--- config.mk ---
export PLATFORM = sky130hd
export DESIGN_NAME = scr_regs
export DESIGN_NICKNAME = d
export VERILOG_FILES = /design/src/rtl/scr_pkg.sv /design/src/rtl/scr_regs.sv
export SDC_FILE = /design/constraint.sdc
export NUM_CORES = 1
export LEC_CHECK = 0
export BUFFER_PORTS_ARGS = -buffer_cell sky130_fd_sc_hd__buf_2
export CAP_MARGIN = 40
export CORE_UTILIZATION = 54
export DETAILED_ROUTE_END_ITERATION = 8
export MAX_ROUTING_LAYER = met4
export PLACE_DENSITY_LB_ADDON = 0.15
export SETUP_SLACK_MARGIN = 0.2
export SLEW_MARGIN = 20
export SYNTH_ARGS = -nofsm -noshare
export SYNTH_HDL_FRONTEND = slang
export SYNTH_SLANG_ARGS = --single-unit
export TNS_END_PERCENT = 20
--- constraint.sdc ---
create_clock -name sys_clk_i -period 2.5 [get_ports sys_clk_i]
set_input_delay 0.25 -clock sys_clk_i [delete_from_list [all_inputs] [get_ports sys_clk_i]]
set_output_delay 0.25 -clock sys_clk_i [all_outputs]
set_load 0.01 [all_outputs]
--- src/rtl/scr_pkg.sv ---
/*
 * Package for the strap-configuration and test register bank.
 * Holds register indices, field positions, reset values and encodings.
 * Assumes an 8-bit indexed host port pair and one host bus clock.
 */
package scr_pkg;

  // ---------------------------------------------------------------
  // Register indices behind the data port.
  // ---------------------------------------------------------------
  localparam logic [7:0] SCR_IDX_CHIP_TEST   = 8'h03; // Chip test and debug control.
  localparam logic [7:0] SCR_IDX_COPROC_TEST = 8'h04; // Co-processor test control.
  localparam logic [7:0] SCR_IDX_VCLK_SEL    = 8'h06; // Video clock select.
  localparam logic [7:0] SCR_IDX_STRAP_LOW   = 8'h07; // Strap configuration low.
  localparam logic [7:0] SCR_IDX_STRAP_MID   = 8'h08; // Strap configuration mid.
  localparam logic [7:0] SCR_IDX_STRAP_HIGH  = 8'h09; // Strap configuration high.
  localparam logic [7:0] SCR_IDX_EXT_D       = 8'h0D; // Extended register D mirror.
  localparam logic [7:0] SCR_IDX_EXT_TEN     = 8'h10; // Extended register ten.

  // ---------------------------------------------------------------
  // Reset values.
  // ---------------------------------------------------------------
  localparam logic [7:0] SCR_RST_BYTE = 8'h00; // Common reset value.

  // ---------------------------------------------------------------
  // Field positions.
  // ---------------------------------------------------------------
  localparam int SCR_CT_GLOBAL_TEST = 7; // Global test enable.
  localparam int SCR_CT_DEBUG_EN    = 6; // Debug routing enable.
  localparam int SCR_CP_SPEED_TEST  = 0; // Co-processor speed test.
  localparam int SCR_MISC_CLOCK_SELECT_PINS_LO   = 2; // Misc output clock field base.
  localparam int SCR_EXTD_CSEL2     = 5; // Extended D clock bit.
  localparam int SCR_ET_FAST_WRITE  = 1; // Extended ten fast write bit.
  localparam int SCR_MID_FAST_WRITE = 6; // Strap mid fast write bit.

  // ---------------------------------------------------------------
  // Encodings.
  // ---------------------------------------------------------------
  localparam logic [2:0] SCR_DBG_WINCUR  = 3'h4; // Window/cursor to sequencer.
  localparam logic [2:0] SCR_DBG_REFRESH = 3'h5; // Refresh address.
  localparam logic [2:0] SCR_DBG_MMEDIA  = 3'h6; // Multimedia to sequencer.
  localparam logic [2:0] SCR_BUS_VL386   = 3'h1; // 386 VL bus.
  localparam logic [2:0] SCR_BUS_VL486A  = 3'h2; // 486 VL bus.
  localparam logic [2:0] SCR_BUS_VL486B  = 3'h3; // 486 VL bus.
  localparam logic [2:0] SCR_BUS_PCI     = 3'h4; // PCI bus.
  localparam logic [2:0] SCR_BUS_ISA     = 3'h7; // ISA bus.
  localparam logic [1:0] SCR_DEVSEL_MED  = 2'h1; // Medium decode timing.
  localparam logic [1:0] SCR_DEVSEL_SLOW = 2'h2; // Slow decode timing.
  localparam logic [19:0] SCR_ROM_BASE   = 20'hC0000; // Default ROM base.

  // Debug group for the pixel pins.
  typedef struct packed {
    logic [2:0] command;  // Sequencer command.
    logic [2:0] source;   // Address source.
    logic       state;    // Internal state.
    logic       frame;    // Frame signal.
  } scr_dbg_t;

  // Decoded strap controls.
  typedef struct packed {
    logic       rom_wide;       // Two ROMs, 16-bit data.
    logic       rom_wide_route; // ROM width routing in effect.
    logic       addon_card;     // Enable through add-on port.
    logic       bus_vl;         // VL bus.
    logic       bus_pci;        // PCI bus.
    logic       bus_isa;        // ISA bus.
    logic       bus_reserved;   // Reserved bus code.
    logic [2:0] dram_org;       // DRAM organisation code.
    logic       dram_reserved;  // Reserved DRAM code.
    logic       pix_wide;       // 16-bit DAC pixel bus.
    logic       aux_dac_cs;     // Chip-select style DAC strobes.
    logic       dac_24bit;      // 24-bit DAC port.
    logic       rom_decode_en;  // ROM decode enable.
    logic [1:0] rom_size;       // ROM size code.
    logic       split_cas;      // Split column strobes.
    logic       fast_write;     // Zero-wait write.
    logic       slow_bus;       // Bus at or below 33MHz.
    logic [1:0] devsel_timing;  // PCI decode timing field.
    logic       multi_func;     // Header multi-function flag.
    logic       alt_rom_addr;   // Alternate PCI ROM addressing.
  } scr_strap_t;

endpackage

--- src/rtl/scr_regs.sv ---
/*
 * Strap configuration and test register bank.
 * Holds the indexed test, clock select and strap registers and drives
 * the debug pixel mux, the clock select pins and the decoded controls.
 * Assumes the host decodes the index and data port strobes, all inputs
 * are synchronous to sys_clk_i, and the strap bus is valid in reset.
 */
`timescale 1ns/1ps
`default_nettype none

module scr_regs (
  input  wire logic              sys_clk_i,          // Host bus clock.
  input  wire logic              reset_n_i,          // Sync reset, active low.
  input  wire logic              index_wr_i,         // Index port write strobe.
  input  wire logic              data_wr_i,          // Data port write strobe.
  input  wire logic              data_rd_i,          // Data port read strobe.
  input  wire logic [7:0]        host_wdata_i,       // Host write data.
  input  wire logic [23:0]       memory_data_bus_i,  // Strap bus in reset.
  input  wire logic              misc_output_wr_i,   // Misc output register write.
  input  wire logic              coproc_busy_i,      // Co-processor busy.
  input  wire logic              coproc_start_i,     // Co-processor function start.
  input  wire scr_pkg::scr_dbg_t dbg_wincur_i,       // Window/cursor debug group.
  input  wire scr_pkg::scr_dbg_t dbg_refresh_i,      // Refresh debug group.
  input  wire scr_pkg::scr_dbg_t dbg_mmedia_i,       // Multimedia debug group.
  input  wire logic [7:0]        pixel_normal_i,     // Normal pixel data 23..16.
  output logic [7:0]             index_o,            // Index register.
  output logic [7:0]             host_rdata_o,       // Data port read data.
  output logic [7:0]             pixel_hi_o,         // Pixel pins 23..16.
  output logic                   global_test_o,      // Global test enable.
  output logic                   coproc_ready_o,     // Co-processor ready.
  output logic                   coproc_exec_o,      // Co-processor may run.
  output logic [3:0]             clock_select_pins_o,// Clock select pins.
  output logic [7:0]             misc_output_register_o, // Misc output image.
  output logic [7:0]             ext_d_o,            // Extended register D.
  output logic [7:0]             extended_reg_ten_o, // Extended register ten.
  output scr_pkg::scr_strap_t    strap_o,            // Decoded strap controls.
  output logic [19:0]            rom_base_o          // ROM decode base.
);
  import scr_pkg::*;

  // ---------------------------------------------------------------
  // Storage.
  // ---------------------------------------------------------------
  logic [7:0]  index_reg;     // Index register.
  logic [7:0]  chip_test_reg; // Chip test and debug control.
  logic [7:0]  coproc_reg;    // Co-processor test control.
  logic [7:0]  vclk_reg;      // Video clock select.
  logic [7:0]  misc_reg;      // Misc output image.
  logic [7:0]  extd_reg;      // Extended register D.
  logic [7:0]  extten_reg;    // Extended register ten.
  logic [23:0] strap_reg;     // Captured straps.
  logic [7:0]  rdata_reg;     // Read data.
  logic [7:0]  pixel_reg;     // Pixel pin drive.
  logic        ready_reg;     // Co-processor ready.
  logic        exec_reg;      // Co-processor run permit.
  scr_strap_t  strap_out_reg; // Decoded straps.

  // ---------------------------------------------------------------
  // Decode.
  // ---------------------------------------------------------------
  wire wr_chip   = data_wr_i && (index_reg == SCR_IDX_CHIP_TEST);   // Test write.
  wire wr_coproc = data_wr_i && (index_reg == SCR_IDX_COPROC_TEST); // Speed write.
  wire wr_vclk   = data_wr_i && (index_reg == SCR_IDX_VCLK_SEL);    // Clock write.
  wire wr_extd   = data_wr_i && (index_reg == SCR_IDX_EXT_D);       // Ext D write.
  wire wr_extten = data_wr_i && (index_reg == SCR_IDX_EXT_TEN);     // Ext ten write.
  wire speed_test = coproc_reg[SCR_CP_SPEED_TEST];                  // Speed test on.
  wire debug_on   = chip_test_reg[SCR_CT_DEBUG_EN];                 // Debug routing on.
  wire [2:0] dbg_sel = chip_test_reg[2:0];                          // Debug select.

  // Read mux; strap registers read their captured values.
  logic [7:0] rd_mux;
  always_comb begin
    if (index_reg == SCR_IDX_CHIP_TEST) begin
      rd_mux = chip_test_reg;
    end else if (index_reg == SCR_IDX_COPROC_TEST) begin
      rd_mux = coproc_reg;
    end else if (index_reg == SCR_IDX_VCLK_SEL) begin
      rd_mux = vclk_reg;
    end else if (index_reg == SCR_IDX_STRAP_LOW) begin
      rd_mux = strap_reg[7:0];
    end else if (index_reg == SCR_IDX_STRAP_MID) begin
      rd_mux = strap_reg[15:8];
    end else if (index_reg == SCR_IDX_STRAP_HIGH) begin
      rd_mux = strap_reg[23:16];
    end else if (index_reg == SCR_IDX_EXT_D) begin
      rd_mux = extd_reg;
    end else if (index_reg == SCR_IDX_EXT_TEN) begin
      rd_mux = extten_reg;
    end else begin
      rd_mux = SCR_RST_BYTE; // Unmapped index reads zero.
    end
  end

  // Debug pixel mux; reserved code falls back to normal data.
  scr_dbg_t dbg_sel_grp;
  logic     dbg_valid;
  always_comb begin
    dbg_sel_grp = '0;
    dbg_valid   = 1'b1;
    case (dbg_sel)
      SCR_DBG_WINCUR:  dbg_sel_grp = dbg_wincur_i;
      SCR_DBG_REFRESH: dbg_sel_grp = dbg_refresh_i;
      SCR_DBG_MMEDIA:  dbg_sel_grp = dbg_mmedia_i;
      default:         dbg_valid   = 1'b0;
    endcase
  end
  wire [7:0] pixel_next = (debug_on && dbg_valid) ? dbg_sel_grp : pixel_normal_i;

  // Bus type decode from the low strap byte.
  wire [2:0] bus_code = strap_reg[4:2];
  wire is_vl  = (bus_code == SCR_BUS_VL386) || (bus_code == SCR_BUS_VL486A)
             || (bus_code == SCR_BUS_VL486B);
  wire is_pci = (bus_code == SCR_BUS_PCI);
  wire is_isa = (bus_code == SCR_BUS_ISA);

  scr_strap_t strap_next;
  always_comb begin
    strap_next.rom_wide       = strap_reg[0];
    strap_next.rom_wide_route = strap_reg[0] && (is_pci || is_isa);
    strap_next.addon_card     = strap_reg[1];
    strap_next.bus_vl         = is_vl;
    strap_next.bus_pci        = is_pci;
    strap_next.bus_isa        = is_isa;
    strap_next.bus_reserved   = !(is_vl || is_pci || is_isa);
    strap_next.dram_org       = strap_reg[7:5];
    strap_next.dram_reserved  = (strap_reg[7:5] == 3'h7);
    strap_next.pix_wide       = strap_reg[8];
    strap_next.aux_dac_cs     = strap_reg[9] && is_vl;
    strap_next.dac_24bit      = strap_reg[9] && (is_pci || is_isa);
    strap_next.rom_decode_en  = strap_reg[10];
    strap_next.rom_size       = strap_reg[12:11];
    strap_next.split_cas      = strap_reg[13];
    strap_next.fast_write     = extten_reg[SCR_ET_FAST_WRITE];
    strap_next.slow_bus       = strap_reg[15];
    strap_next.devsel_timing  = strap_reg[16] ? SCR_DEVSEL_SLOW : SCR_DEVSEL_MED;
    strap_next.multi_func     = strap_reg[17];
    strap_next.alt_rom_addr   = strap_reg[18];
  end

  // ---------------------------------------------------------------
  // Strap capture: sampled on every reset cycle, frozen after.
  // ---------------------------------------------------------------
  always_ff @(posedge sys_clk_i) begin
    if (!reset_n_i) begin
      strap_reg <= memory_data_bus_i;
    end
  end

  // ---------------------------------------------------------------
  // Writable registers.
  // ---------------------------------------------------------------
  // Index register; software sets it before a data access.
  always_ff @(posedge sys_clk_i) begin
    if (!reset_n_i) begin
      index_reg <= SCR_RST_BYTE;
    end else if (index_wr_i) begin
      index_reg <= host_wdata_i;
    end
  end

  // Test and co-processor control registers.
  always_ff @(posedge sys_clk_i) begin
    if (!reset_n_i) begin
      chip_test_reg <= SCR_RST_BYTE;
      coproc_reg    <= SCR_RST_BYTE;
    end else begin
      if (wr_chip) begin
        chip_test_reg <= host_wdata_i;
      end
      if (wr_coproc) begin
        coproc_reg <= host_wdata_i;
      end
    end
  end

  // Clock select with its mirrors in misc output and extended D.
  always_ff @(posedge sys_clk_i) begin
    if (!reset_n_i) begin
      vclk_reg <= SCR_RST_BYTE;
      misc_reg <= SCR_RST_BYTE;
      extd_reg <= SCR_RST_BYTE;
    end else begin
      if (wr_vclk) begin
        vclk_reg <= host_wdata_i;
        misc_reg[SCR_MISC_CLOCK_SELECT_PINS_LO +: 2] <= host_wdata_i[1:0];
        extd_reg[SCR_EXTD_CSEL2] <= host_wdata_i[2];
      end else begin
        if (misc_output_wr_i) begin
          misc_reg <= host_wdata_i;
          vclk_reg[1:0] <= host_wdata_i[SCR_MISC_CLOCK_SELECT_PINS_LO +: 2];
        end
        if (wr_extd) begin
          extd_reg <= host_wdata_i;
          vclk_reg[2] <= host_wdata_i[SCR_EXTD_CSEL2];
        end
      end
    end
  end

  // Extended ten; fast write bit loads from the strap after reset.
  logic fw_load_reg;
  always_ff @(posedge sys_clk_i) begin
    if (!reset_n_i) begin
      extten_reg  <= SCR_RST_BYTE;
      fw_load_reg <= 1'b1;
    end else if (fw_load_reg) begin
      extten_reg[SCR_ET_FAST_WRITE] <= strap_reg[SCR_MID_FAST_WRITE + 8];
      fw_load_reg <= 1'b0;
    end else if (wr_extten) begin
      extten_reg <= host_wdata_i;
    end
  end

  // ---------------------------------------------------------------
  // Output flops.
  // ---------------------------------------------------------------
  always_ff @(posedge sys_clk_i) begin
    if (!reset_n_i) begin
      rdata_reg     <= SCR_RST_BYTE;
      pixel_reg     <= SCR_RST_BYTE;
      ready_reg     <= 1'b0;
      exec_reg      <= 1'b0;
      strap_out_reg <= '0;
    end else begin
      if (data_rd_i) begin
        rdata_reg <= rd_mux;
      end
      pixel_reg     <= pixel_next;
      ready_reg     <= speed_test || !coproc_busy_i;
      exec_reg      <= coproc_start_i && !speed_test;
      strap_out_reg <= strap_next;
    end
  end

  assign index_o                = index_reg;
  assign host_rdata_o           = rdata_reg;
  assign pixel_hi_o             = pixel_reg;
  assign global_test_o          = chip_test_reg[SCR_CT_GLOBAL_TEST];
  assign coproc_ready_o         = ready_reg;
  assign coproc_exec_o          = exec_reg;
  assign clock_select_pins_o    = vclk_reg[3:0];
  assign misc_output_register_o = misc_reg;
  assign ext_d_o                = extd_reg;
  assign extended_reg_ten_o     = extten_reg;
  assign strap_o                = strap_out_reg;
  assign rom_base_o             = SCR_ROM_BASE;

endmodule

`default_nettype wire

# --- After elaboration in Yosys (flattened, before gate mapping) ---
# Cells that the tools add are included.
# W data, S select, Z words.
classes:
  addsub: 0
  mul: 0
  n_div: 0
  n_lt_le_gt_ge: 0
  eq_ne: 17
  shift: 0
  mux: 22
  bitwise: 2
  n_reduce_logical: 26
op_table:
  columns: ["operator", "n"]
  rows:
  - ["$mux W8", 9]
  - ["$eq A8 B3 Y1 const B", 3]
  - ["$eq A8 B4 Y1 const B", 3]
  - ["$pmux W8 S3", 1]
  - ["$eq A3 B3 Y1 const B", 6]
  - ["$logic_and A1 B1 Y1", 10]
  - ["$eq A8 B2 Y1 const B", 1]
  - ["$eq A8 B5 Y1 const B", 1]
  - ["$mux W2", 4]
  - ["$eq A3 B2 Y1 const B", 2]
  - ["$logic_or A1 B1 Y1", 6]
  - ["$mux W6", 1]
  - ["$reduce_and A2 Y1", 3]
  - ["$reduce_bool A2 Y1", 3]
  - ["$mux W1", 5]
  - ["$mux W4", 1]
  - ["$eq A3 B1 Y1 const B", 1]
  - ["$logic_not A1 Y1", 3]
  - ["$mux W3", 1]
  - ["$reduce_or A3 Y1", 1]
  - ["$not A1 Y1", 2]
totals:
  register_bits: 123
  latch_bits: 0
  ram_bits: 0
  romBits: 0
  in_bits: 72
  out_inout_bits: 99
  elab_cells: 105
  n_memories: 0

# --- Longest topological paths before layout ---
# Gate-level depths: netlist of run 1.
logic_depth:
  word_depth: 9
  depth_mapped: 7
  mapped_depth_nobuf: 5

# --- Worst setup path after synthesis of run 1 ---
# No wires, ideal clock.
synth_path:
  path_type: "flip-flop to flip-flop"
  startpoint: "reg index_reg[4] (netlist: index_o[4])"
  endpoint: "reg coproc_reg[0]"
  setup_ps: 132
  arrival_ps: 1516
  required_time_ps: 2368
  slack_ps: 852
  stages_incl_launch_ff: 7
  n_path_buf: 1
  period_less_slack_ps: 1648
  path_cell_list: "dfxtp_1 -> nor3_4 -> nand3_4 -> or4_1 -> buf_2 -> nand2_1 -> a21oi_1"
synth_via:
  elab_chain_len: 2
synth_lines:
  columns: ["element", "line", "rtl"]
  rows:
  - ["start: declaration", "scr_regs.sv:44", "logic [7:0] index_reg;"]
  - ["start signal: assignment", "scr_regs.sv:157", "index_reg <= host_wdata_i;"]
  - ["$eq A8 B3 Y1", "scr_regs.sv:62", "wire wr_coproc = data_wr_i && (index_reg == SCR_IDX_COPROC_TEST);"]
  - ["$logic_and A1 B1 Y1", "scr_regs.sv:62", null]
  - ["end signal: assignment", "scr_regs.sv:171", "coproc_reg <= host_wdata_i;"]
  - ["end: declaration", "scr_regs.sv:46", "logic [7:0] coproc_reg;"]
# No other way between the ends.
# A chain may end at the register's enable or synchronous reset.

# --- Worst setup path in the final report of run 1 ---
layout_path:
  startpoint: "reg index_reg[3] (netlist: index_o[3])"
  endpoint: "reg rdata_reg[1] (netlist: host_rdata_o[1])"
layout_via:
  elab_chain_len: 9
  elab_cells_between_ends: 16
  cone_classes: "eq/ne: 8; mux: 8"
layout_lines:
  columns: ["element", "line", "rtl"]
  rows:
  - ["$eq A8 B5 Y1", "scr_regs.sv:87", "end else if (index_reg == SCR_IDX_EXT_TEN) begin"]
  - ["$mux W8", "scr_regs.sv:87", null]
  - ["$mux W8", "scr_regs.sv:85", "end else if (index_reg == SCR_IDX_EXT_D) begin"]
  - ["$mux W8", "scr_regs.sv:83", "end else if (index_reg == SCR_IDX_STRAP_HIGH) begin"]
  - ["$mux W8", "scr_regs.sv:81", "end else if (index_reg == SCR_IDX_STRAP_MID) begin"]
  - ["$mux W8", "scr_regs.sv:79", "end else if (index_reg == SCR_IDX_STRAP_LOW) begin"]
  - ["$mux W8", "scr_regs.sv:77", "end else if (index_reg == SCR_IDX_VCLK_SEL) begin"]
  - ["$mux W8", "scr_regs.sv:75", "end else if (index_reg == SCR_IDX_COPROC_TEST) begin"]
  - ["$mux W8 (*)", "scr_regs.sv:73", "if (index_reg == SCR_IDX_CHIP_TEST) begin"]
  - ["end signal: assignment", "scr_regs.sv:226", "rdata_reg <= rd_mux;"]
  - ["end: declaration", "scr_regs.sv:52", "logic [7:0] rdata_reg;"]
# Every way passes the cells marked *; elsewhere a longest branch is shown, timed or not.

==> results of run 1 <==
cell usage after synthesis (all sizes together), types with 3 or more instances:
| master | instances |
|---|---|
| buf | 36 |
| mux2i | 52 |
| o22ai | 14 |
| nand2 | 82 |
| clkbuf | 17 |
| nand3 | 5 |
| nand2b | 6 |
| o221ai | 7 |
| dfxtp | 99 |
| edfxtp | 24 |
| and3 | 4 |
| a32o | 7 |
| nor3 | 8 |
| and2 | 18 |
| o21ai | 15 |
| inv | 15 |
| a2bb2oi | 7 |
| mux2 | 5 |
| nor4 | 3 |
| a21oi | 36 |
| nor2 | 57 |
layer usage:
metal	global-route usage	vias up
met3	0.0648	25
li1	-	2169
met2	0.515	217
met4	0.126	0
met1	0.370	2141
met5	-	-
layout make-up:
| type | instances | area share |
|---|---|---|
| inverter | 15 | 0.00828 |
| timing repair buffer | 188 | 0.167 |
| sequential | 123 | 0.397 |
| clock buffer | 24 | 0.0677 |
| tap | 129 | 0.0237 |
| clock inverter | 8 | 0.0101 |
| multi-input combinational | 367 | 0.326 |
through the flow:
stage	power (mW)	util	cells	hold slack, ps	instance area (um2)
detailed placement	2.65	0.639	788	428	5930
CTS	4.87	0.733	854	47.7	6800
global route	5.02	0.733	854	78.1	6800
global placement	2.64	0.639	788	426	5930
finish	4.86	0.733	854	65.0	6800
floorplan	2.48	-	558	346	5290
timing repair:
item,in CTS,in global routing
resized for setup,0,1
hold buffers,34,0
hold endpoints to repair,34,0
setup endpoints to repair,0,6
kinds of logic after synthesis:
kind of cell,after synthesis
xor+xnor,1
flops,123
simple gates,196
mux,57
compound gates,93
buf+inv,68
other cells,2
worst reg2reg max path, stage by stage, from the launching register on:
cell and delay (ps):
dfxtp_1 690, or4b_4 570, nor2_4 190, a2bb2oi_1 90, o221ai_1 210, a32o_1 200
report_power, final:
group | internal [mW] | switching, mW | total (mW) | leakage, nW
Combinational | 0.207 | 0.264 | 0.472 | 1.74
Clock | 1.36 | 0.844 | 2.21 | 0.263
Sequential | 2.12 | 0.0664 | 2.19 | 1.05
Total | 3.69 | 1.18 | 4.86 | 3.04
worst paths after layout:
| kind | start | endpoint | slack [ps] | cells after the start |
|---|---|---|---|---|
| max | index_o[3] | host_rdata_o[1] | 500 | 5 |
| min | misc_output_wr_i | misc_output_register_o[5] | 70 | 3 |
| max reg2reg | index_o[3] | host_rdata_o[1] | 500 | 5 |
| min reg2reg | coproc_reg[7] | coproc_reg[7] | 450 | 2 |
==> results_tabular.tex, run 1 <==
\begin{tabular}{lr}
\hline
Metric & Value \\
\hline
\multicolumn{2}{l}{\textbf{Floorplanning}} \\
Die Ht & 100 um \\
Boundary Pins & 171 \\
Floorplan Core Area & 9280 um2 \\
Effective utilization at floorplan & 0.562 \\
Standard-cell row count & 35 \\
Die width & 100 um \\
Total Die Area & 10100 um2 \\
\multicolumn{2}{l}{\textbf{STA}} \\
Setup repair after global routing missed its margin & false \\
Period minus WS final & 2000 ps \\
Hold Violations, Final & 0 \\
F\_max & 499 MHz \\
Final period utilization & 0.801 \\
Fin Setup TNS & 0 ps \\
Final Slew Violations & 0 \\
Setup WS post-layout & 498 ps \\
Worst-Margin Slew & 671 ps \\
Worst setup skew after layout & 8.99 ps \\
Worst slew slack as a fraction of its limit & 0.550 \\
Final number of setup-violating endpoints & 0 \\
\multicolumn{2}{l}{\textbf{Setup path}} \\
Maximum fanout along the worst path & 15 \\
Crit Path Class & flip-flop to flip-flop \\
Cell with the largest stage delay on the worst path & dfxtp\_1 \\
Startpoint Class & flip-flop \\
Biggest cell delay along the critical path & 690 ps \\
CP endpoint kind & flip-flop \\
Critical path arrival & 2460 ps \\
Bufs and invs on worst path & 0 \\
Critical path, cell by cell & or4b\_4, nor2\_4, a2bb2oi\_1, o221ai\_1, a32o\_1 \\
Dominant delay contributor by cell family on the critical path & simple AND/OR/NAND/NOR gates \\
Crit path required time & 2960 ps \\
\multicolumn{2}{l}{\textbf{Pwr}} \\
Power density cells & 715 nW/um2 \\
Total leakage power & 3.04 nW \\
Worst voltage drop across the vdd grid & 0.462 mV \\
\multicolumn{2}{l}{\textbf{Synth}} \\
Cell taking the most area after synthesis & dfxtp\_1 \\
Register bit count reported by yosys & 123 \\
Proportion of synthesized chip area in sequential cells & 0.518 \\
Number of instances in the synthesized netlist & 540 \\
Area fraction in compound gates after synthesis & 0.113 \\
Summed instance area of the synthesized netlist & 5220 um2 \\
Count of unique library cells instantiated by Yosys & 53 \\
Post-synth top flop & dfxtp\_1 \\
Post-Synth Adder-Cell Area & 0 \\
Xor and xnor area share after synthesis & 0.00168 \\
Combinational family with the most area after synthesis & simple AND/OR/NAND/NOR gates \\
Synth Area in Simple Gates & 0.185 \\
Mux cell area share after synthesis & 0.111 \\
Share of flip-flops with an asynchronous set or reset & 0 \\
Leading cell types by total area after synthesis & dfxtp\_1, edfxtp\_1, mux2i\_1 \\
Synth warnings & 0 \\
Portion of synthesized cell area occupied by the leading cell type & 0.380 \\
Count of flip-flops with a built-in enable after synthesis & 24 \\
Mean Syn Cell Area & 9.66 um2 \\
\multicolumn{2}{l}{\textbf{Place}} \\
HPWL after detailed placement & 9840 um \\
Final Wtd Congestion & 0.914 \\
Number of port buffers & 150 \\
Pre-CTS setup slack & 356 ps \\
\multicolumn{2}{l}{\textbf{Drt}} \\
Wire length on met3 & 1050 um \\
Count of nets left with antenna violations after detail routing & 0 \\
Detailed Route WL & 14800 um \\
Vias per inst & 5.33 \\
\# DRC & 0 \\
Top Layer Used & met4 \\
Sum of met2 wire segment lengths after detailed routing & 7310 um \\
DR vias & 4552 \\
Met1 wire length & 6150 um \\
Detailed Routing Iterations Pass 1 & 5 \\
Starting DRT DRC Count & 270 \\
Post-detailed-route wirelength per cell & 17.3 um \\
\multicolumn{2}{l}{\textbf{Clock tree}} \\
Max clock buf depth & 2 \\
Clock sink count & 123 \\
Root Buffer & clkbuf\_8 \\
Worst-Skew Late Latency & 520 ps \\
TritonCTS clock tree & yes \\
H-tree depth & 4 \\
Clock edge transition at the registers on the reported setup and hold paths & 60 ps \\
Buffers inserted during post-CTS setup optimization & 0 \\
Number of CTS-inserted buffers & 17 \\
\multicolumn{2}{l}{\textbf{GRT}} \\
Largest net degree at the start of global routing & 74 \\
Number of antenna violations at the first check in global routing & 0 \\
Total Routing Usage GR & 0.311 \\
Overall overflow remaining after global route & 0 \\
Wire length of the first global-routing pass & 22500 um \\
Number of global-route vias before repair & 4322 \\
\multicolumn{2}{l}{\textbf{Finish}} \\
Sequential cell area & 2700 um2 \\
Layout Area Growth over Synthesis & 30.4\% \\
Nets & 784 \\
Combined area of the multi-input logic cells & 2220 um2 \\
Most frequent cells in the layout & buf\_2, dfxtp\_1, nand2\_1 \\
Most common library cell in the layout ignoring fill and taps & buf\_2 \\
N\_diodes & 0 \\
Proportion of layout cells with a drive suffix above 1 & 0.276 \\
Filler cells & 732 \\
\multicolumn{2}{l}{\textbf{Run}} \\
Max-capacitance violation count & 0 \\
\multicolumn{2}{l}{\textbf{Min path}} \\
Worst min-delay path category & primary input to flip-flop \\
\multicolumn{2}{l}{\textbf{Run status}} \\
Outcome & completed \\
\hline
\end{tabular}
(Power assumes the default switching activity.)
==> run 2: changes to the inputs <==
Settings changed: ABC_AREA from default to 1, CORE_UTILIZATION 54 to 50.
Clock period 2.5 ns to 2.08 ns, I/O delays scaled along.
==> results_tabular.tex, run 2 <==
\begin{tabular}{lr}
\hline
Metric & Value \\
\hline
\multicolumn{2}{l}{\textbf{Run status}} \\
Outcome & completed \\
\multicolumn{2}{l}{\textbf{Pwr}} \\
Internal power summed over all cells & 4.56 mW \\
Total leakage power & 3.26 nW \\
Power density cells & 857 nW/um2 \\
Fraction of power consumed by the clock network & 0.467 \\
Gate power share & 0.097 \\
Sequential power share & 0.436 \\
Switching part of the total power & 0.241 \\
Sw Pwr & 1.45 mW \\
Worst voltage drop across the vdd grid & 0.565 mV \\
\multicolumn{2}{l}{\textbf{Floorplanning}} \\
Total Die Area & 10600 um2 \\
Standard-cell row count & 36 \\
Effective utilization at floorplan & 0.518 \\
Die Ht & 103 um \\
Boundary Pins & 171 \\
Die width & 103 um \\
Floorplan Core Area & 9860 um2 \\
\multicolumn{2}{l}{\textbf{Setup path}} \\
Startpoint Class & flip-flop \\
Destination of the worst register-to-register timing path & chip\_test\_reg[7] \\
Cell with the largest stage delay on the worst path & dfxtp\_1 \\
Critical path, cell by cell & nand2\_1, nor3\_4, inv\_4, nor2\_4, inv\_1, o21ai\_0, a21oi\_1 \\
CP Launch Point & index\_o[1] \\
Dominant delay contributor by cell family on the critical path & simple AND/OR/NAND/NOR gates \\
Internal reg-to-reg setup slack & 260 ps \\
Maximum fanout along the worst path & 13 \\
R2R Path Start & index\_o[1] \\
Critical path arrival & 2220 ps \\
Worst Reg2Reg Path Length in Cells & 7 \\
Biggest cell delay along the critical path & 460 ps \\
CP endpoint kind & flip-flop \\
Crit path required time & 2480 ps \\
Bufs and invs on worst path & 2 \\
Crit Path Class & flip-flop to flip-flop \\
\multicolumn{2}{l}{\textbf{Clock tree}} \\
Number of CTS-inserted buffers & 17 \\
Clock sink count & 123 \\
Clock edge transition at the registers on the reported setup and hold paths & 60 ps \\
TritonCTS clock tree & yes \\
H-tree depth & 4 \\
Max clock buf depth & 2 \\
Worst-Skew Late Latency & 520 ps \\
Root Buffer & clkbuf\_8 \\
\multicolumn{2}{l}{\textbf{STA}} \\
F\_max & 549 MHz \\
Fin Setup TNS & 0 ps \\
Worst slew slack as a fraction of its limit & 0.607 \\
Final number of setup-violating endpoints & 0 \\
Setup repair after global routing missed its margin & true \\
Hold Violations, Final & 0 \\
Period minus WS final & 1820 ps \\
Worst setup skew after layout & 9.75 ps \\
Final Slew Violations & 0 \\
Final hold slack & 21.6 ps \\
Final period utilization & 0.876 \\
Worst-Margin Slew & 589 ps \\
\multicolumn{2}{l}{\textbf{Finish}} \\
Nets & 892 \\
Most frequent cells in the layout & buf\_2, nand2\_1, dfxtp\_1 \\
N\_diodes & 0 \\
Final core area utilization & 0.711 \\
Layout Area Growth over Synthesis & 37.1\% \\
Proportion of layout cells with a drive suffix above 1 & 0.276 \\
Most common library cell in the layout ignoring fill and taps & buf\_2 \\
\multicolumn{2}{l}{\textbf{Place}} \\
Number of port buffers & 150 \\
HPWL after detailed placement & 9740 um \\
Final Wtd Congestion & 0.966 \\
\multicolumn{2}{l}{\textbf{Synth}} \\
Leading cell types by total area after synthesis & dfxtp\_1, edfxtp\_1, nand2\_1 \\
Summed instance area of the synthesized netlist & 5110 um2 \\
Post-synth top flop & dfxtp\_1 \\
Synth warnings & 0 \\
Proportion of synthesized chip area in sequential cells & 0.529 \\
Cell taking the most area after synthesis & dfxtp\_1 \\
Number of instances in the synthesized netlist & 612 \\
Commonest cells in the netlist & nand2\_1, dfxtp\_1, a21oi\_1, inv\_1 \\
Count of flip-flops with a built-in enable after synthesis & 24 \\
Count of unique library cells instantiated by Yosys & 36 \\
Share of flip-flops with an asynchronous set or reset & 0 \\
Mean Syn Cell Area & 8.36 um2 \\
Portion of synthesized cell area occupied by the leading cell type & 0.388 \\
Most instantiated library cell after synthesis & nand2\_1 \\
Register bit count reported by yosys & 123 \\
\multicolumn{2}{l}{\textbf{GRT}} \\
Number of global-route vias before repair & 4274 \\
Number of antenna violations at the first check in global routing & 0 \\
Overall overflow remaining after global route & 0 \\
Total Routing Usage GR & 0.288 \\
Largest net degree at the start of global routing & 68 \\
Wire length of the first global-routing pass & 21500 um \\
\multicolumn{2}{l}{\textbf{Min path}} \\
Worst Min Path Start & pixel\_normal\_i[7] \\
Destination of the worst hold path & pixel\_hi\_o[7] \\
Number of stages on the worst hold path & 3 \\
Worst min-delay path category & primary input to flip-flop \\
\multicolumn{2}{l}{\textbf{Drt}} \\
Detailed Routing Iterations Pass 1 & 6 \\
Vias per inst & 5.12 \\
Starting DRT DRC Count & 282 \\
Detailed Route WL & 14400 um \\
Post-detailed-route wirelength per cell & 14.9 um \\
Count of nets left with antenna violations after detail routing & 0 \\
\# DRC & 0 \\
DR vias & 4943 \\
\multicolumn{2}{l}{\textbf{Run}} \\
Max-capacitance violation count & 0 \\
\hline
\end{tabular}
run 2: cell count changes in the layout (fill, tap and decap cells not counted), moves of 18 or more:
cell     change
a21oi_1     +28
and2_1      -18
inv_1       +48
mux2i_1     -52
nand2_1     +34
nand3_1     +28
o21ai_0     +35
run 2: worst max path at each step:
| stage | endpoint | cells after the start |
|---|---|---|
| after floorplan | host_rdata_o[6] | 10 |
| after global placement | misc_output_register_o[2] | 9 |
| after detailed placement | misc_output_register_o[2] | 9 |
| after CTS | pixel_hi_o[3] | 7 |
| after global routing | chip_test_reg[7] | 7 |
| final | chip_test_reg[7] | 7 |
run 2: cell type report:
cell class | count | area [um2]
fillers | 779 | 2850
well taps | 133 | 166
repair buffers | 215 | 1380
flip-flops and latches | 123 | 2700
inverters | 73 | 284
clock inverters | 11 | 118
multi-input cells | 390 | 1920
clock buffers | 21 | 450
run 2: cells by family (layout without fill, tap and decap cells):
group,Yosys count,in the layout,synth area share
AOI/OAI and AO/OA,136,136,0.147
buffers and inverters,117,320,0.112
DFF,123,123,0.529
other,2,20,0.00147
and+or+nand+nor,234,234,0.211
run 2: per-stage QoR:
stage               std cells  setup slack [ps]  power (mW)  cell area, um2
floorplan                 630               496        2.96            5180
global placement          877               261        3.16            5880
detailed placement        877               220        3.16            5880
CTS                       959               245        6.04            6950
global route              966               130        6.23            7010
finish                    966               257        6.01            7010
run 2: metal layers:
| layer | GRT usage | up-vias | part of all wire |
|---|---|---|---|
| met5 | - | - | 0 |
| met4 | 0.118 | 0 | 0.028 |
| met2 | 0.440 | 279 | 0.46 |
| met3 | 0.0712 | 32 | 0.076 |
| li1 | - | 2393 | - |
| met1 | 0.366 | 2239 | 0.43 |
run 2: worst reg2reg max path, stage by stage (launching register included):
cell and delay, ps:
dfxtp_1 460, nand2_1 150, nor3_4 420, inv_4 90, nor2_4 230, inv_1 120, o21ai_0 160, a21oi_1 60
run 2: power groups by stage:
stage	sequential [mW]	combinational, mW	clock (mW)
detailed placement	2.67	0.493	0
floorplan	2.68	0.276	0
global route	2.63	0.643	2.96
finish	2.62	0.583	2.81
global placement	2.66	0.491	0
CTS	2.62	0.571	2.85
run 2: repair_timing:
action,in CTS,in global routing
pin swaps,0,4
resized for setup,1,3
hold buffers,50,0
endpoints found under the setup margin,1,27
hold endpoints to repair,48,0
buffers inserted,0,7
==> run 3: changes to the inputs <==
Settings changed: PLACE_DENSITY from default to 0.78, PLACE_DENSITY_LB_ADDON 0.15 to default.
==> results_tabular.tex, run 3 (synthesis gave the netlist of run 2 again) <==
\begin{tabular}{lr}
\hline
Metric & Value \\
\hline
\multicolumn{2}{l}{\textbf{Run status}} \\
Outcome & completed \\
\multicolumn{2}{l}{\textbf{Run}} \\
Max-capacitance violation count & 0 \\
\multicolumn{2}{l}{\textbf{Floorplanning}} \\
Floorplan Core Area & 9860 um2 \\
Die Ht & 103 um \\
Boundary Pins & 171 \\
Die width & 103 um \\
Total Die Area & 10600 um2 \\
Effective utilization at floorplan & 0.518 \\
Standard-cell row count & 36 \\
\multicolumn{2}{l}{\textbf{Finish}} \\
Nets & 903 \\
Most frequent cells in the layout & buf\_2, nand2\_1, dfxtp\_1 \\
Sequential cell area & 2700 um2 \\
N\_diodes & 0 \\
Layout Area Growth over Synthesis & 39.3\% \\
Filler cells & 743 \\
Proportion of layout cells with a drive suffix above 1 & 0.288 \\
Filler-free cell count of the finished design & 977 \\
Most common library cell in the layout ignoring fill and taps & buf\_2 \\
Combined area of the multi-input logic cells & 1920 um2 \\
\multicolumn{2}{l}{\textbf{Min path}} \\
Worst min-delay path category & primary input to flip-flop \\
\multicolumn{2}{l}{\textbf{STA}} \\
Final hold slack & 37.9 ps \\
Final number of setup-violating endpoints & 0 \\
Fin Setup TNS & 0 ps \\
Final period utilization & 0.863 \\
Final Slew Violations & 0 \\
F\_max & 557 MHz \\
Setup repair after global routing missed its margin & true \\
Period minus WS final & 1790 ps \\
Worst setup skew after layout & 8.39 ps \\
Setup WS post-layout & 285 ps \\
Hold Violations, Final & 0 \\
\multicolumn{2}{l}{\textbf{Setup path}} \\
Startpoint Class & flip-flop \\
Maximum fanout along the worst path & 9 \\
Critical path arrival & 2190 ps \\
CP endpoint kind & flip-flop \\
Crit Path Class & flip-flop to flip-flop \\
Crit path required time & 2480 ps \\
\multicolumn{2}{l}{\textbf{GRT}} \\
Number of global-route vias before repair & 4786 \\
Total Routing Usage GR & 0.314 \\
Wire length of the first global-routing pass & 23800 um \\
Number of antenna violations at the first check in global routing & 0 \\
Overall overflow remaining after global route & 0 \\
Largest net degree at the start of global routing & 50 \\
\multicolumn{2}{l}{\textbf{Drt}} \\
\# DRC & 0 \\
Detailed Routing Iterations Pass 1 & 6 \\
DR vias & 5151 \\
Post-detailed-route wirelength per cell & 16.0 um \\
Vias per inst & 5.27 \\
Detailed Route WL & 15700 um \\
Starting DRT DRC Count & 313 \\
Count of nets left with antenna violations after detail routing & 0 \\
\multicolumn{2}{l}{\textbf{Clock tree}} \\
Number of CTS-inserted buffers & 17 \\
Max clock buf depth & 2 \\
TritonCTS clock tree & yes \\
H-tree depth & 4 \\
Clock sink count & 123 \\
Worst-Skew Late Latency & 530 ps \\
Root Buffer & clkbuf\_8 \\
Clock edge transition at the registers on the reported setup and hold paths & 60 ps \\
\multicolumn{2}{l}{\textbf{Pwr}} \\
Overall power & 6.06 mW \\
Total leakage power & 3.31 nW \\
Power density cells & 851 nW/um2 \\
Worst voltage drop across the vdd grid & 0.657 mV \\
\multicolumn{2}{l}{\textbf{Place}} \\
Dpl cells & 879 \\
Number of port buffers & 150 \\
HPWL after detailed placement & 10300 um \\
Pre-CTS setup slack & 240 ps \\
Final Wtd Congestion & 0.959 \\
\hline
\end{tabular}
[run 3: cell count changes in the layout (fill, tap and decap cells not counted), sizes merged]
cell	before	now
clkinv	6	7
clkinvlp	4	6
clkbuf	21	18
dlygate4sd3	50	52
buf	165	174
[run 3: final cells by class]
cell class | count | area share
clock inverter | 14 | 0.0207
clock buffer | 18 | 0.0601
multi-input combinational | 390 | 0.270
inverter | 73 | 0.0406
timing repair buffer | 226 | 0.206
sequential | 123 | 0.380
tap | 133 | 0.0234
[run 3: path summary, 6_finish.rpt]
kind | from | endpoint | slack, ps | depth (start not counted)
min | data_wr_i | vclk_reg[4] | 40 | 3
max | index_o[2] | misc_output_register_o[0] | 290 | 9
min reg2reg | coproc_reg[0] | coproc_exec_o | 440 | 1
max reg2reg | index_o[2] | misc_output_register_o[0] | 290 | 9
[run 3: repair_timing]
| item | 4_1_cts | 5_1_grt |
|---|---|---|
| hold buffers | 52 | 0 |
| endpoints found under the hold margin | 49 | 0 |
| buffers inserted | 0 | 14 |
| resized for setup | 0 | 9 |
| endpoints found under the setup margin | 0 | 41 |
[run 3: where the power goes]
| part | internal, mW | switching (mW) | total (mW) |
|---|---|---|---|
| clock network | 1.73 | 1.10 | 2.84 |
| registers | 2.55 | 0.0739 | 2.63 |
| logic | 0.247 | 0.350 | 0.597 |
| total | 4.53 | 1.53 | 6.06 |
[run 3: per-stage QoR]
| stage | area, um2 | util |
|---|---|---|
| 5_1_grt | 7120 | 0.722 |
| 2_1_floorplan | 5180 | - |
| 4_1_cts | 6990 | 0.708 |
| 3_5_place_dp | 5890 | 0.597 |
| 6_report | 7120 | 0.722 |
| 3_3_place_gp | 5890 | 0.597 |
[run 3: worst max-delay path: stages, from the launching register on]
cell and delay, ps:
dfxtp_1 390, inv_2 80, nor2_4 230, nand3_2 130, nor2_4 190, nand2_2 70, nand2_1 230, inv_2 120
o21ai_0 170, a21oi_1 60
[run 3: metal layers]
layer,share of wire,up-vias,GRT usage
li1,-,2407,-
met1,0.40,2395,0.380
met2,0.49,308,0.501
met3,0.088,41,0.0800
met4,0.027,0,0.129
met5,0,-,-
